### src/design/qsm_cfg.svh
// register offsets, field positions and reset values of the quad serial master data ports
`ifndef QSM_CFG_SVH
`define QSM_CFG_SVH

// ----------------------------------------------------------------------------
// register byte offsets
// ----------------------------------------------------------------------------
`define QSM_STAT_OFS 8'h10
`define QSM_BCNT_OFS 8'h14
`define QSM_IEN_OFS 8'h18
`define QSM_TXP_OFS 8'h20
`define QSM_RXP_OFS 8'h24
`define QSM_DESC0_OFS 8'h30

// ----------------------------------------------------------------------------
// field positions
// ----------------------------------------------------------------------------
`define QSM_TXERR_BIT 2
`define QSM_RXERR_BIT 3
`define QSM_RXCNT_LSB 16
`define QSM_TXCNT_LSB 0

// ----------------------------------------------------------------------------
// reset values
// ----------------------------------------------------------------------------
`define QSM_STAT_RST 2'h0
`define QSM_IEN_RST 2'h0
`define QSM_DESC0_RST 32'h00000000
`define QSM_RDATA_RST 32'h00000000
`define QSM_TXBYTE_RST 8'h00

`endif

### src/design/qsm_pkg.sv
// types shared by the quad serial master data port files
package qsm_pkg;

  // ----------------------------------------------------------------------------
  // sticky error flags, high to low as in the status word
  // ----------------------------------------------------------------------------
  typedef struct packed {
    logic rx_err;
    logic tx_err;
  } qsm_err_t;

  // ----------------------------------------------------------------------------
  // buffer count status word
  // ----------------------------------------------------------------------------
  typedef struct packed {
    logic [15:0] rx_cnt;
    logic [15:0] tx_cnt;
  } qsm_bcnt_t;

  // ----------------------------------------------------------------------------
  // register selected by a bus access
  // ----------------------------------------------------------------------------
  typedef enum logic [2:0] {
    QSM_REG_NONE,
    QSM_REG_STAT,
    QSM_REG_BCNT,
    QSM_REG_IEN,
    QSM_REG_TXP,
    QSM_REG_RXP,
    QSM_REG_DESC0
  } qsm_reg_t;

endpackage

### src/design/qsm_byte_fifo.sv
// byte fifo that takes and gives up to four bytes per clock
`timescale 1ns/100ps
module qsm_byte_fifo import qsm_pkg::*; #(
  parameter int DEPTH = 16,
  parameter int CW = 16
) (
  input wire logic clk_in,
  input wire logic rstn_in,
  input wire logic [2:0] push_n_in,
  input wire logic [31:0] push_data_in,
  input wire logic [2:0] pop_n_in,
  output logic [31:0] head_out,
  output logic [CW-1:0] count_out
);

  localparam int AW = $clog2(DEPTH);

  logic [7:0] mem [DEPTH];
  logic [AW-1:0] wr_ptr_r;
  logic [AW-1:0] rd_ptr_r;
  logic [CW-1:0] count_r;

  // ----------------------------------------------------------------------------
  // storage, oldest byte of a word in the lowest lane
  // ----------------------------------------------------------------------------
  always_ff @(posedge clk_in) begin
    for (int i = 0; i < 4; i++) begin
      if (3'(i) < push_n_in) begin
        mem[wr_ptr_r + AW'(i)] <= push_data_in[8*i +: 8];
      end
    end
  end

  // ----------------------------------------------------------------------------
  // pointers and fill level; caller never over- or under-runs
  // ----------------------------------------------------------------------------
  always_ff @(posedge clk_in or negedge rstn_in) begin
    if (!rstn_in) begin
      wr_ptr_r <= '0;
      rd_ptr_r <= '0;
      count_r <= '0;
    end else begin
      wr_ptr_r <= wr_ptr_r + AW'(push_n_in);
      rd_ptr_r <= rd_ptr_r + AW'(pop_n_in);
      count_r <= count_r + CW'(push_n_in) - CW'(pop_n_in);
    end
  end

  always_comb begin
    for (int i = 0; i < 4; i++) begin
      head_out[8*i +: 8] = mem[rd_ptr_r + AW'(i)];
    end
  end

  assign count_out = count_r;

endmodule // qsm_byte_fifo

### src/design/qsm_data_ports.sv
// quad serial master transmit and receive data ports with wishbone register slave
// ----------------------------------------------------------------------------
// Summary of operation
// - every write to the transmit port that fits puts its bytes into the transmit fifo for the serial engine.
// - a write adds bytes up to its highest enabled lane: one for lane 0, two for lane 1 and four for lanes 2 or 3.
// - a write that does not fit the transmit fifo sets the sticky transmit error flag.
// - each accepted transmit write raises the transmit byte count by the bytes it added.
// - a read of the receive port returns received bytes and removes them from the receive fifo.
// - receive data comes back in the low lanes, bits 7:0 for a lane 0 byte and 15:0 for a lanes 1:0 halfword.
// - a read asking for more bytes than the receive fifo holds sets the sticky receive error flag.
// - each receive read lowers the receive byte count by the bytes it removed.
// - the count word shows receive bytes in bits 31:16 and transmit bytes in bits 15:0.
// ----------------------------------------------------------------------------
`timescale 1ns/100ps
`include "qsm_cfg.svh"
module qsm_data_ports import qsm_pkg::*; #(
  parameter int DEPTH = 16
) (
  input wire logic CLK_IN,
  input wire logic RSTN_IN,
  input wire logic WB_CYC_IN,
  input wire logic WB_STB_IN,
  input wire logic WB_WE_IN,
  input wire logic [7:0] WB_ADR_IN,
  input wire logic [3:0] WB_SEL_IN,
  input wire logic [31:0] WB_DAT_IN,
  output logic [31:0] WB_DAT_OUT,
  output logic WB_ACK_OUT,
  output logic IRQ_OUT,
  input wire logic TX_REQ_IN,
  output logic [7:0] TX_BYTE_OUT,
  output logic TX_VALID_OUT,
  input wire logic RX_WR_IN,
  input wire logic [7:0] RX_BYTE_IN,
  output logic RX_FULL_OUT
);

  localparam int CW = 16;
  localparam logic [CW-1:0] FULL_CNT = CW'(DEPTH);

  // ----------------------------------------------------------------------------
  // helpers
  // ----------------------------------------------------------------------------
  // bytes carried by an access, from the byte enables
  function automatic logic [2:0] sel_bytes(input logic [3:0] sel);
    logic [2:0] n;
    n = 3'h1;
    if (sel[3] || sel[2]) begin
      n = 3'h4;
    end else if (sel[1]) begin
      n = 3'h2;
    end
    return n;
  endfunction

  // mask keeping the low lanes that an access of n bytes covers
  function automatic logic [31:0] lane_mask(input logic [2:0] n);
    logic [31:0] m;
    m = 32'h000000FF;
    if (n == 3'h4) begin
      m = 32'hFFFFFFFF;
    end else if (n == 3'h2) begin
      m = 32'h0000FFFF;
    end
    return m;
  endfunction

  function automatic qsm_reg_t reg_decode(input logic [7:0] adr);
    qsm_reg_t r;
    r = QSM_REG_NONE;
    case ({adr[7:2], 2'b00})
      `QSM_STAT_OFS: r = QSM_REG_STAT;
      `QSM_BCNT_OFS: r = QSM_REG_BCNT;
      `QSM_IEN_OFS: r = QSM_REG_IEN;
      `QSM_TXP_OFS: r = QSM_REG_TXP;
      `QSM_RXP_OFS: r = QSM_REG_RXP;
      `QSM_DESC0_OFS: r = QSM_REG_DESC0;
      default: r = QSM_REG_NONE;
    endcase
    return r;
  endfunction

  // ----------------------------------------------------------------------------
  // declarations
  // ----------------------------------------------------------------------------
  logic ack_r;
  logic [31:0] rdata_r;
  logic irq_r;
  logic [7:0] tx_byte_r;
  logic tx_valid_r;
  logic rx_full_r;
  qsm_err_t err_r;
  qsm_err_t ien_r;
  logic [31:0] desc0_r;
  logic wb_req;
  qsm_reg_t wb_reg;
  logic [2:0] acc_n;
  logic tx_hit;
  logic rx_hit;
  logic tx_ovf;
  logic rx_undf;
  logic tx_wr_ok;
  logic rx_rd_ok;
  logic tx_pop;
  logic rx_push;
  logic stat_wr;
  logic [CW-1:0] tx_cnt;
  logic [CW-1:0] rx_cnt;
  logic [CW-1:0] tx_free;
  logic [CW-1:0] rx_cnt_nxt;
  logic [31:0] tx_head;
  logic [31:0] rx_head;
  logic [2:0] tx_push_n;
  logic [2:0] tx_pop_n;
  logic [2:0] rx_push_n;
  logic [2:0] rx_pop_n;
  qsm_bcnt_t bcnt;

  // ----------------------------------------------------------------------------
  // bus decode
  // ----------------------------------------------------------------------------
  assign wb_req = WB_CYC_IN && WB_STB_IN && !ack_r;
  assign wb_reg = reg_decode(WB_ADR_IN);
  assign acc_n = sel_bytes(WB_SEL_IN);
  assign tx_hit = wb_req && WB_WE_IN && (wb_reg == QSM_REG_TXP);
  assign rx_hit = wb_req && !WB_WE_IN && (wb_reg == QSM_REG_RXP);
  assign stat_wr = wb_req && WB_WE_IN && (wb_reg == QSM_REG_STAT) && WB_SEL_IN[0];

  // ----------------------------------------------------------------------------
  // transmit port
  // ----------------------------------------------------------------------------
  assign tx_free = FULL_CNT - tx_cnt;
  assign tx_ovf = tx_hit && (CW'(acc_n) > tx_free);
  assign tx_wr_ok = tx_hit && !tx_ovf;
  assign tx_push_n = tx_wr_ok ? acc_n : 3'h0;
  assign tx_pop = TX_REQ_IN && (tx_cnt != '0);
  assign tx_pop_n = tx_pop ? 3'h1 : 3'h0;

  // write data taken from the low lanes only
  qsm_byte_fifo #(
    .DEPTH(DEPTH),
    .CW(CW)
  ) u_tx_fifo (
    .clk_in(CLK_IN),
    .rstn_in(RSTN_IN),
    .push_n_in(tx_push_n),
    .push_data_in(WB_DAT_IN),
    .pop_n_in(tx_pop_n),
    .head_out(tx_head),
    .count_out(tx_cnt)
  );

  // one byte to the serial engine per request
  always_ff @(posedge CLK_IN or negedge RSTN_IN) begin
    if (!RSTN_IN) begin
      tx_byte_r <= `QSM_TXBYTE_RST;
      tx_valid_r <= 1'b0;
    end else begin
      tx_valid_r <= tx_pop;
      if (tx_pop) begin
        tx_byte_r <= tx_head[7:0];
      end
    end
  end

  // ----------------------------------------------------------------------------
  // receive port
  // ----------------------------------------------------------------------------
  assign rx_undf = rx_hit && (CW'(acc_n) > rx_cnt);
  assign rx_rd_ok = rx_hit && !rx_undf;
  assign rx_pop_n = rx_rd_ok ? acc_n : 3'h0;
  assign rx_push = RX_WR_IN && (rx_cnt != FULL_CNT);
  assign rx_push_n = rx_push ? 3'h1 : 3'h0;
  assign rx_cnt_nxt = rx_cnt + CW'(rx_push_n) - CW'(rx_pop_n);

  qsm_byte_fifo #(
    .DEPTH(DEPTH),
    .CW(CW)
  ) u_rx_fifo (
    .clk_in(CLK_IN),
    .rstn_in(RSTN_IN),
    .push_n_in(rx_push_n),
    .push_data_in({24'h000000, RX_BYTE_IN}),
    .pop_n_in(rx_pop_n),
    .head_out(rx_head),
    .count_out(rx_cnt)
  );

  // full flag for the engine, bytes arriving while full are dropped
  always_ff @(posedge CLK_IN or negedge RSTN_IN) begin
    if (!RSTN_IN) begin
      rx_full_r <= 1'b0;
    end else begin
      rx_full_r <= (rx_cnt_nxt == FULL_CNT);
    end
  end

  // ----------------------------------------------------------------------------
  // sticky errors, set wins over a write-one clear
  // ----------------------------------------------------------------------------
  always_ff @(posedge CLK_IN or negedge RSTN_IN) begin
    if (!RSTN_IN) begin
      err_r <= `QSM_STAT_RST;
    end else begin
      err_r.tx_err <= tx_ovf || (err_r.tx_err && !(stat_wr && WB_DAT_IN[`QSM_TXERR_BIT]));
      err_r.rx_err <= rx_undf || (err_r.rx_err && !(stat_wr && WB_DAT_IN[`QSM_RXERR_BIT]));
    end
  end

  // ----------------------------------------------------------------------------
  // interrupt mask, descriptor and level interrupt
  // ----------------------------------------------------------------------------
  always_ff @(posedge CLK_IN or negedge RSTN_IN) begin
    if (!RSTN_IN) begin
      ien_r <= `QSM_IEN_RST;
    end else if (wb_req && WB_WE_IN && (wb_reg == QSM_REG_IEN) && WB_SEL_IN[0]) begin
      ien_r.tx_err <= WB_DAT_IN[`QSM_TXERR_BIT];
      ien_r.rx_err <= WB_DAT_IN[`QSM_RXERR_BIT];
    end
  end

  always_ff @(posedge CLK_IN or negedge RSTN_IN) begin
    if (!RSTN_IN) begin
      desc0_r <= `QSM_DESC0_RST;
    end else if (wb_req && WB_WE_IN && (wb_reg == QSM_REG_DESC0)) begin
      for (int i = 0; i < 4; i++) begin
        if (WB_SEL_IN[i]) begin
          desc0_r[8*i +: 8] <= WB_DAT_IN[8*i +: 8];
        end
      end
    end
  end

  always_ff @(posedge CLK_IN or negedge RSTN_IN) begin
    if (!RSTN_IN) begin
      irq_r <= 1'b0;
    end else begin
      irq_r <= |(err_r & ien_r);
    end
  end

  // ----------------------------------------------------------------------------
  // bus answer, one cycle after the request
  // ----------------------------------------------------------------------------
  assign bcnt.rx_cnt = rx_cnt;
  assign bcnt.tx_cnt = tx_cnt;

  always_ff @(posedge CLK_IN or negedge RSTN_IN) begin
    if (!RSTN_IN) begin
      ack_r <= 1'b0;
    end else begin
      ack_r <= wb_req;
    end
  end

  always_ff @(posedge CLK_IN or negedge RSTN_IN) begin
    if (!RSTN_IN) begin
      rdata_r <= `QSM_RDATA_RST;
    end else if (wb_req) begin
      rdata_r <= 32'h00000000;
      if (!WB_WE_IN) begin
        case (wb_reg)
          QSM_REG_STAT: begin
            rdata_r[`QSM_TXERR_BIT] <= err_r.tx_err;
            rdata_r[`QSM_RXERR_BIT] <= err_r.rx_err;
          end
          QSM_REG_IEN: begin
            rdata_r[`QSM_TXERR_BIT] <= ien_r.tx_err;
            rdata_r[`QSM_RXERR_BIT] <= ien_r.rx_err;
          end
          QSM_REG_BCNT: rdata_r <= bcnt;
          QSM_REG_RXP: begin
            if (rx_rd_ok) begin
              rdata_r <= rx_head & lane_mask(acc_n);
            end
          end
          QSM_REG_DESC0: rdata_r <= desc0_r;
          default: rdata_r <= 32'h00000000;
        endcase
      end
    end
  end

  assign WB_ACK_OUT = ack_r;
  assign WB_DAT_OUT = rdata_r;
  assign IRQ_OUT = irq_r;
  assign TX_BYTE_OUT = tx_byte_r;
  assign TX_VALID_OUT = tx_valid_r;
  assign RX_FULL_OUT = rx_full_r;

  // ----------------------------------------------------------------------------
  // checks
  // ----------------------------------------------------------------------------
  chk_tx_push_bytes: assert property (
    @(posedge CLK_IN) disable iff (!RSTN_IN)
    tx_wr_ok |-> tx_push_n == acc_n
  ) else $error("accepted transmit write did not push its bytes");

  chk_tx_count_add: assert property (
    @(posedge CLK_IN) disable iff (!RSTN_IN)
    tx_wr_ok && !tx_pop |=> tx_cnt == $past(tx_cnt) + CW'($past(acc_n))
  ) else $error("transmit count did not rise by the write size");

  chk_tx_word_four: assert property (
    @(posedge CLK_IN) disable iff (!RSTN_IN)
    tx_wr_ok && WB_SEL_IN == 4'hF && !tx_pop |=> tx_cnt == $past(tx_cnt) + 16'h0004
  ) else $error("word write did not add four bytes");

  chk_tx_ovf_flag: assert property (
    @(posedge CLK_IN) disable iff (!RSTN_IN)
    tx_hit && (tx_cnt == FULL_CNT) |=> err_r.tx_err ##1 irq_r == ien_r.tx_err || irq_r
  ) else $error("write to full transmit fifo not flagged");

  chk_tx_ovf_hold: assert property (
    @(posedge CLK_IN) disable iff (!RSTN_IN)
    tx_ovf && !tx_pop |=> tx_cnt == $past(tx_cnt)
  ) else $error("failed transmit write changed the fifo");

  chk_rx_undf_flag: assert property (
    @(posedge CLK_IN) disable iff (!RSTN_IN)
    rx_undf |=> err_r.rx_err && WB_ACK_OUT && WB_DAT_OUT == 32'h00000000
  ) else $error("read from empty receive fifo not flagged");

  chk_rx_count_sub: assert property (
    @(posedge CLK_IN) disable iff (!RSTN_IN)
    rx_rd_ok && !rx_push |=> rx_cnt == $past(rx_cnt) - CW'($past(acc_n))
  ) else $error("receive count did not fall by the read size");

  chk_rx_low_lanes: assert property (
    @(posedge CLK_IN) disable iff (!RSTN_IN)
    rx_rd_ok && acc_n != 3'h4
    |=> WB_DAT_OUT[31:16] == 16'h0000 && ($past(acc_n) != 3'h1 || WB_DAT_OUT[15:8] == 8'h00)
  ) else $error("narrow receive read returned data above the low lanes");

  chk_rx_byte_order: assert property (
    @(posedge CLK_IN) disable iff (!RSTN_IN)
    rx_rd_ok && acc_n == 3'h4 |=> WB_DAT_OUT == $past(rx_head)
  ) else $error("word read did not return four bytes oldest lowest");

  chk_err_sticky: assert property (
    @(posedge CLK_IN) disable iff (!RSTN_IN)
    err_r.rx_err && !stat_wr |=> err_r.rx_err
  ) else $error("receive error flag dropped without a clear");

  chk_count_word: assert property (
    @(posedge CLK_IN) disable iff (!RSTN_IN)
    wb_req && !WB_WE_IN && wb_reg == QSM_REG_BCNT
    |=> WB_DAT_OUT[31:16] == $past(rx_cnt) && WB_DAT_OUT[15:0] == $past(tx_cnt)
  ) else $error("count word does not match fifo levels");

  chk_ack_single: assert property (
    @(posedge CLK_IN) disable iff (!RSTN_IN)
    WB_ACK_OUT |=> !WB_ACK_OUT
  ) else $error("acknowledge held for more than one cycle");

endmodule // qsm_data_ports

### config.mk
export PLATFORM = sky130hd
export DESIGN_NAME = qsm_data_ports
export DESIGN_NICKNAME = d
export VERILOG_FILES = /design/src/design/qsm_pkg.sv /design/src/design/qsm_byte_fifo.sv /design/src/design/qsm_data_ports.sv
export VERILOG_INCLUDE_DIRS = /design/src /design/src/design
export SDC_FILE = /design/constraint.sdc
export NUM_CORES = 1
export LEC_CHECK = 0
export BUFFER_PORTS_ARGS = -buffer_cell sky130_fd_sc_hd__buf_2
export CORE_ASPECT_RATIO = 1.5
export CORE_UTILIZATION = 50
export CTS_CLUSTER_SIZE = 8
export DETAILED_ROUTE_END_ITERATION = 6
export PLACE_DENSITY = 0.72
export SLEW_MARGIN = 20
export SYNTH_ARGS = -nofsm -noshare
export SYNTH_HDL_FRONTEND = slang
export SYNTH_HIERARCHICAL = 1
export SYNTH_SLANG_ARGS = --single-unit
### constraint.sdc
create_clock -name CLK_IN -period 8.76 [get_ports CLK_IN]
set_clock_uncertainty 0.05 [all_clocks]
set_input_delay 0.876 -clock CLK_IN [delete_from_list [all_inputs] [get_ports CLK_IN]]
set_output_delay 0.876 -clock CLK_IN [all_outputs]
set_load 0.02 [all_outputs]
# Word level (Yosys, flattened, before mapping)
# Memory sizes are Yosys's and may differ from the RTL's. A register that Yosys moved wholly into a read port is not among the register bits.
# Cells that the tools add are included.
# W data, S select, Z words.
# word_totals
register_bits	120
mem_count	2
ramBits	256
wordCells	150
# classes
reduce_logical	40
n_mux	43
eq_ne	16
n_bitwise	2
add_sub_neg	18
n_lt_le_gt_ge	10
# memory_table
memory	depth	word_bits	rd	rd_ports_with_merged_regs	write_ports	line_no	rtl
u_rx_fifo.mem	16	8	4	0	1	qsm_byte_fifo.sv:18	logic [7:0] mem [DEPTH];
u_tx_fifo.mem	16	8	1	1	4	qsm_byte_fifo.sv:18	
# ops
op	count
$mux W32	7
$pmux W28 S3	1
$and A32 B32 Y32	1
$gt A3 B16 Y1	2
$add A4 B2 Y4 const B	6
$mux W8	3
$reduce_or A8 Y1	3
$logic_and A1 B1 Y1	21
$mux W1	21
$eq A6 B3 Y1 const B	3
$eq A6 B4 Y1 const B	3
$pmux W3 S6	1
$add A16 B1 Y16	1
$add A16 B3 Y16	1
$eq A16 B5 Y1 const B	1
$mux W16	1
$ne A16 B5 Y1 const B	1
$reduce_bool A16 Y1	1
$sub A16 B1 Y16	1
$sub A16 B3 Y16	1
$sub A5 B16 Y16 const A	1
$add A4 B1 Y4 const B	3
$eq A3 B3 Y1 const B	4
$mux W4	3
other kinds (17)	38

# Depth between registers and ports, before layout
# Gate-level depths: netlist of the first run.
# logic_depth
depth_word	15
mapped_depth	19

# Modules after synthesis
# The synthesis of the first run kept the hierarchy.
# by_module_without_submodules
module	instances	cells_each	area_each_um2
qsm_byte_fifo at u_tx_fifo	1	1356	14569.0
qsm_byte_fifo at u_rx_fifo	1	1297	14229.9
qsm_data_ports	1	504	5008.6

# Least setup slack after synthesis of the first run
# OpenSTA, ideal clock, no wires.
# synth_path
path_type	in2reg
from	in WB_SEL_IN[2]
to	reg u_tx_fifo.count_r[13], in the netlist u_tx_fifo/count_out[13]
arrival_ns	4.751
cell_stages	18
n_path_buf	1
path_slack_ns	3.839
path_cell_list	or3_1 -> ha_1 -> a21o_1 -> o21ai_0 -> a21oi_1 -> nor4_1 -> a31oi_1 -> and2_1 -> buf_2 -> inv_2 -> fa_1 -> inv_1 -> ha_1 -> o211ai_1 -> o21ai_1 -> a21oi_1 -> or4b_2 -> and3_1
# synth_between
elab_chain_cells	9
# synth_rtl
item	line_no	rtl
start: declaration	qsm_data_ports.sv:25	input wire logic [3:0] WB_SEL_IN,
$logic_or A1 B1 Y1 *	qsm_data_ports.sv:48	if (sel[3] || sel[2]) begin
$mux W3 *	qsm_data_ports.sv:48	
$gt A3 B16 Y1	qsm_data_ports.sv:133	assign tx_ovf = tx_hit && (CW'(acc_n) > tx_free);
$logic_and A1 B1 Y1	qsm_data_ports.sv:133	
$logic_not A1 Y1	qsm_data_ports.sv:134	assign tx_wr_ok = tx_hit && !tx_ovf;
$logic_and A1 B1 Y1	qsm_data_ports.sv:134	
$mux W3 *	qsm_data_ports.sv:135	assign tx_push_n = tx_wr_ok ? acc_n : 3'h0;
net tx_push_n[2]	qsm_data_ports.sv:113	logic [2:0] tx_push_n;
$add A16 B3 Y16 *	qsm_byte_fifo.sv:45	count_r <= count_r + CW'(push_n_in) - CW'(pop_n_in);
$sub A16 B1 Y16 *	qsm_byte_fifo.sv:45	
end signal: assignment	qsm_byte_fifo.sv:45	
end: declaration	qsm_byte_fifo.sv:21	logic [CW-1:0] count_r;
# Mark *: on every way through the listed nets, which the timed path passes. The rest lies on a longest branch.
# A chain may end at the register's enable or synchronous reset.

# Worst setup path in the final report of the first run
# layout_path
from	reg u_tx_fifo.count_r[0], in the netlist u_tx_fifo/count_out[0]
to	reg u_tx_fifo.count_r[13], in the netlist u_tx_fifo/count_out[13]
# layout_between
elab_chain_cells	8
# layout_rtl
item	line_no	rtl
$sub A5 B16 Y16	qsm_data_ports.sv:132	assign tx_free = FULL_CNT - tx_cnt;
$gt A3 B16 Y1	qsm_data_ports.sv:133	
$logic_and A1 B1 Y1	qsm_data_ports.sv:133	
$logic_not A1 Y1	qsm_data_ports.sv:134	
$logic_and A1 B1 Y1	qsm_data_ports.sv:134	
$mux W3	qsm_data_ports.sv:135	
net tx_push_n[2]	qsm_data_ports.sv:113	
$add A16 B3 Y16	qsm_byte_fifo.sv:45	
$sub A16 B1 Y16	qsm_byte_fifo.sv:45	
# The timed path passes the listed nets, and every way through them passes these cells.

==> reports/summary.txt, run 1 <==
Worst-path clk slew - 0.05 ns
top layer in use - met5
Initial Util - 0.506
Final ANT Viol Nets - 0
TritonCTS clock tree - done
crit path time final - 5.89 ns
HP Class - input port to async pin
Final period util - 0.673
final hold vios - 0
final slew viol count - 20
GRT Total Usage - 0.369
clock latency on the worst-skew pair - 0.62 ns
FMAX - 0.170 GHz
status - complete, but fails checks
post-CTS sizing - 0
Vias/cell - 6.63
drt pass-1 iters - 7
Worst Setup End Kind - register
vias - 25600
maxcap violations - 0
WL met3 - 8330 um
CP Cell Sequence - inv_1, ha_1, nor3b_1, o21ai_0, o31a_1, o21ai_0, a21oi_1, a31oi_1, and2_1, inv_2, fa_1, inv_1, ha_1, o211ai_1, o21ai_1, a21oi_1, or4b_2, and3_1
critical path type - register to register
largest net degree at the start of global routing - 71
final setup vio count - 0
Area Growth Syn to Fin - 8.96%
Starting DRT DRC Count - 2584
share of layout cells above drive strength 1 - 0.179
Tightest Pin Transition - 2.91 ns
Port-buffer cells - 100
VDD IR max - 276 uV
CTS H-Tree Depth - 2
gr ovfl total - 0
Crit-path slowest cell - or4b_2
mapped cell area - 30900 um^2
core area - 61100 um^2
WL/cell - 30.0 um
Die Y - 307 um
Syn Area/Cell - 10.6 um^2
I/O Pins - 103
Routed met1 length - 36900 um
Critical Path Start Type - register
Slowest Stage Delay on Critical Path - 0.65 ns
Gate Count Post-Synth - 2931
Post-CTS Hold Fix Bufs - 0
met2 WL - 57900 um
post-CTS setup buffer count - 0
root buffer cell - clkbuf_16
Detail Placement HPWL - 86400 um
setup_tns - 0 ns
die width - 205 um
site row count - 111
Final GP Congestion - 1.05
clk buf depth - 3
via count of the first global-routing pass - 25700
slew margin rel. - -0.958
pwr dens - 305 nW/um^2
Final nets - 3175
Arr. time, crit path - 6.35 ns
first-pass GRT wire length - 169000 um
yosys synthesis warning count - 6
failing checks - DRC, slew limit
setup repair after global routing missed its margin - false
P_leak - 13.5 nW
number of buffers created by CTS - 54
smallest hold slack - 0.191 ns
initial antenna violation count - 12
worst reg2reg path depth - 18
Design Power - 0.0103 W
DIE AREA - 62900 um^2
CTS Sinks - 384
DRC - 2
Routed WL - 116000 um
WP data required - 9.22 ns
Crit Path Max Fanout - 14
layout make-up:
| cell class | count | area, um^2 |
|---|---|---|
| Fill cell | 5329 | 27400 |
| Multi-Input combinational cell | 2348 | 19100 |
| Antenna cell | 5 | 12.5 |
| Tap cell | 791 | 990 |
| Clock buffer | 96 | 1540 |
| Inverter | 110 | 413 |
| Sequential cell | 384 | 10900 |
| Clock inverter | 3 | 58.8 |
| Timing Repair Buffer | 126 | 709 |
through the flow:
step	area, um^2	std cells	util	setup slack (ns)
after floorplan	31500	3087	-	3.84
after global placement	32100	3758	0.525	2.59
after detailed placement	32100	3759	0.525	2.54
after CTS	33700	3858	0.551	2.92
after global routing	33700	3860	0.552	2.59
final	33700	3863	0.552	2.87
placed cells by master (no fill, tap or decap), types with 23 or more instances in the layout:
| cell | n |
|---|---|
| clkbuf_16 | 55 |
| mux2i_1 | 295 |
| a221o_1 | 33 |
| mux4_2 | 152 |
| inv_1 | 108 |
| buf_2 | 99 |
| clkbuf_1 | 40 |
| nand3_1 | 34 |
| a22oi_1 | 30 |
| nor3_1 | 25 |
| nand2_1 | 220 |
| xnor2_1 | 35 |
| xor2_1 | 23 |
| conb_1 | 157 |
| buf_4 | 25 |
| nor2b_1 | 34 |
| a21o_1 | 104 |
| mux2_2 | 108 |
| o21ai_0 | 136 |
| a211oi_1 | 117 |
| nor2_1 | 225 |
| dfrtp_1 | 125 |
| edfxtp_1 | 256 |
| o22ai_1 | 53 |
| a21oi_1 | 161 |
| ha_1 | 80 |
routing by layer:
metal | track usage | up-vias
met5 | 0 | -
met4 | 0.341 | 10
met3 | 0.0764 | 481
met2 | 0.644 | 1365
met1 | 0.362 | 12500
li1 | - | 11200
worst paths after layout:
check	start	end	slack, ns
setup / recovery	u_tx_fifo/count_out[0]	u_tx_fifo/count_out[13]	2.87
hold / removal	RSTN_IN	u_rx_fifo/count_out[12]	0.19
setup reg to reg	u_tx_fifo/count_out[0]	u_tx_fifo/count_out[13]	2.87
hold reg to reg	WB_DAT_OUT[3]	WB_DAT_OUT[3]	0.44
max in group asynchronous	RSTN_IN	u_tx_fifo/wr_ptr_r[3]	7.07
min in group CLK_IN	WB_DAT_OUT[3]	WB_DAT_OUT[3]	0.44
flip-flops by register name, summed over array words and instances (netlist names), 2 cells and up:
signal / count
u_rx_fifo/rd_ptr_r: 4
ien_r: 2
u_tx_fifo/rd_ptr_r: 4
err_r: 2
u_tx_fifo/mem: 128
WB_DAT_OUT: 32
desc0_r: 32
u_rx_fifo/mem: 128
u_tx_fifo/wr_ptr_r: 4
u_rx_fifo/wr_ptr_r: 4
u_tx_fifo/count_out: 16
u_rx_fifo/count_out: 16
TX_BYTE_OUT: 8
report_power, final:
group          internal [W]  switching (W)  leakage, nW
Combinational       0.00201        0.00309         8.80
Sequential          0.00258       0.000580         3.99
Clock               0.00118       0.000831        0.758
critical path: cells and delay by family (launching register included):
kind / cells / cell delay, ns
DFF: 1 / 0.46
AOI/OAI and AO/OA: 8 / 1.76
buffers and inverters: 3 / 0.48
and+or+nand+nor: 4 / 1.85
adders and majority gates: 3 / 1.18
No activity file was read; power rests on OpenSTA's default activity.
==> run 2, diff against run 1 <==
- PLACE_DENSITY: 0.72 -> 0.75
- clock period: 8.76 -> 5 ns (I/O delays scaled with it)
==> reports/summary.txt, run 2 (synthesis results as in run 1) <==
Top Registers - u_rx_fifo/mem: 128 flops, u_tx_fifo/mem: 128 flops
CTS H-Tree Depth - 2
gr ovfl total - 0
share of layout cells above drive strength 1 - 0.186
slew margin rel. - -0.957
maxcap violations - 0
FMAX - 0.214 GHz
drt pass-1 iters - 7
site row count - 111
first-pass GRT wire length - 161000 um
post-place instance area - 32300 um^2
TritonCTS clock tree - done
post-CTS setup buffer count - 0
sequential fraction of design power - 0.311
final hold vios - 0
Vias/cell - 6.62
I/O Pins - 103
clk buf depth - 3
Internal - 0.0101 W
failing checks - DRC, slew limit
Design Power - 0.0179 W
switch share - 0.436
GRT Total Usage - 0.348
Area Growth Syn to Fin - 9.67%
core area - 61100 um^2
final slew viol count - 20
clock share of power - 0.197
Worst Setup End Kind - register
Critical Path Start Type - register
Final GP Congestion - 1.09
Detail Placement HPWL - 79200 um
vias - 25800
VDD IR max - 456 uV
leading cell type in the layout, fill and taps excluded - mux2i_1
Crit Path Max Fanout - 8
Routed WL - 110000 um
Arr. time, crit path - 5.12 ns
initial antenna violation count - 13
Starting DRT DRC Count - 2880
number of buffers created by CTS - 54
crit path time final - 4.67 ns
Tightest Pin Transition - 2.91 ns
die width - 205 um
Worst-path clk slew - 0.06 ns
Port-buffer cells - 100
DRC - 19
Register-to-Register Setup Slack - 0.33 ns
final setup vio count - 0
Final ANT Viol Nets - 0
Die Y - 307 um
root buffer cell - clkbuf_16
most frequent cells in the layout - mux2i_1 (295), edfxtp_1 (256), nor2_1 (225)
Fillers - 5387
status - complete, but fails checks
WP data required - 5.45 ns
largest net degree at the start of global routing - 132
Combinational Power Share - 0.492
Final nets - 3202
Final period util - 0.934
CTS Sinks - 384
via count of the first global-routing pass - 25200
clock latency on the worst-skew pair - 0.63 ns
Net Switching - 0.00782 W
Initial Util - 0.506
WL/cell - 28.1 um
fin area - 33900 um^2
critical path type - register to register
P_leak - 13.7 nW
DIE AREA - 62900 um^2
HP Class - input port to register
pwr dens - 529 nW/um^2
==> run 2: cell count changes in the layout (fill, tap and decap cells not counted), sizes merged <==
cell,previous run,this run
dlygate4sd3,0,1
clkbuf,96,97
clkinvlp,0,1
diode,5,10
buf,126,152
==> run 2: worst max-delay path: stages (launching register included) <==
cell and delay, ns:
dfrtp_1 0.48, nor3_1 0.55, o211a_1 0.32, o21ai_0 0.09, a31oi_1 0.19, a21oi_1 0.07
a31oi_1 0.24, nor2b_1 0.21, inv_1 0.15, fa_1 0.55, inv_1 0.06, ha_1 0.29
a211oi_1 0.10, o21ai_2 0.24, a21oi_1 0.15, or4b_2 0.64, and3_1 0.19
==> run 2: timing repair <==
action | 4_1_cts | 5_1_grt
hold buffers | 1 | 0
endpoints found under the setup margin | 0 | 5
resized for setup | 0 | 5
hold endpoints to repair | 85 | 0
==> run 2: layout make-up <==
class                   count  area (um^2)  share of cell area
multi-input cells        2348        19100               0.563
clock buffers              97         1520              0.0449
flip-flops and latches    384        10900               0.321
diodes                     10         25.0            0.000737
repair buffers            153          920              0.0271
clock inverters             4         63.8             0.00188
well taps                 791          990              0.0292
inverters                 110          413              0.0122
==> run 2: worst paths after layout <==
kind / cells after the start / from / end
max: 16 / u_tx_fifo/count_out[8] / u_tx_fifo/count_out[13]
min: 4 / WB_ADR_IN[4] / err_r[1]
max reg2reg: 16 / u_tx_fifo/count_out[8] / u_tx_fifo/count_out[13]
min reg2reg: 1 / desc0_r[6] / desc0_r[6]
max in group asynchronous: 3 / RSTN_IN / u_tx_fifo/wr_ptr_r[3]
min in group asynchronous: 2 / RSTN_IN / u_rx_fifo/count_out[15]
==> run 2: layer usage <==
metal / track usage / share of wire / up-vias
met5: 0 / 0.00077 / -
met4: 0.308 / 0.11 / 12
met3: 0.0999 / 0.093 / 515
met2: 0.575 / 0.48 / 1609
met1: 0.356 / 0.32 / 12400
li1: - / - / 11300
==> run 2: metrics by stage <==
stage                     std cells   util  setup TNS [ns]  hold WS [ns]  worst slack, ns
final                          3897  0.555               0         0.277            0.332
after global routing           3887  0.555         -0.0128         0.282          -0.0128
after CTS                      3887  0.554               0         0.252           0.0699
after detailed placement       3785  0.528               0         0.437            0.105
after global placement         3785  0.528               0         0.417            0.179
after floorplan                3087      -               0         0.154            0.298
==> run 2: power groups by stage <==
stage / logic (W) / registers [W] / clock network, W
3_3_place_gp: 0.00807 / 0.00552 / 0
6_report: 0.00883 / 0.00558 / 0.00353
4_1_cts: 0.00827 / 0.00552 / 0.00355
5_1_grt: 0.00942 / 0.00563 / 0.00368
2_1_floorplan: 0.00645 / 0.00505 / 0
3_5_place_dp: 0.00822 / 0.00557 / 0
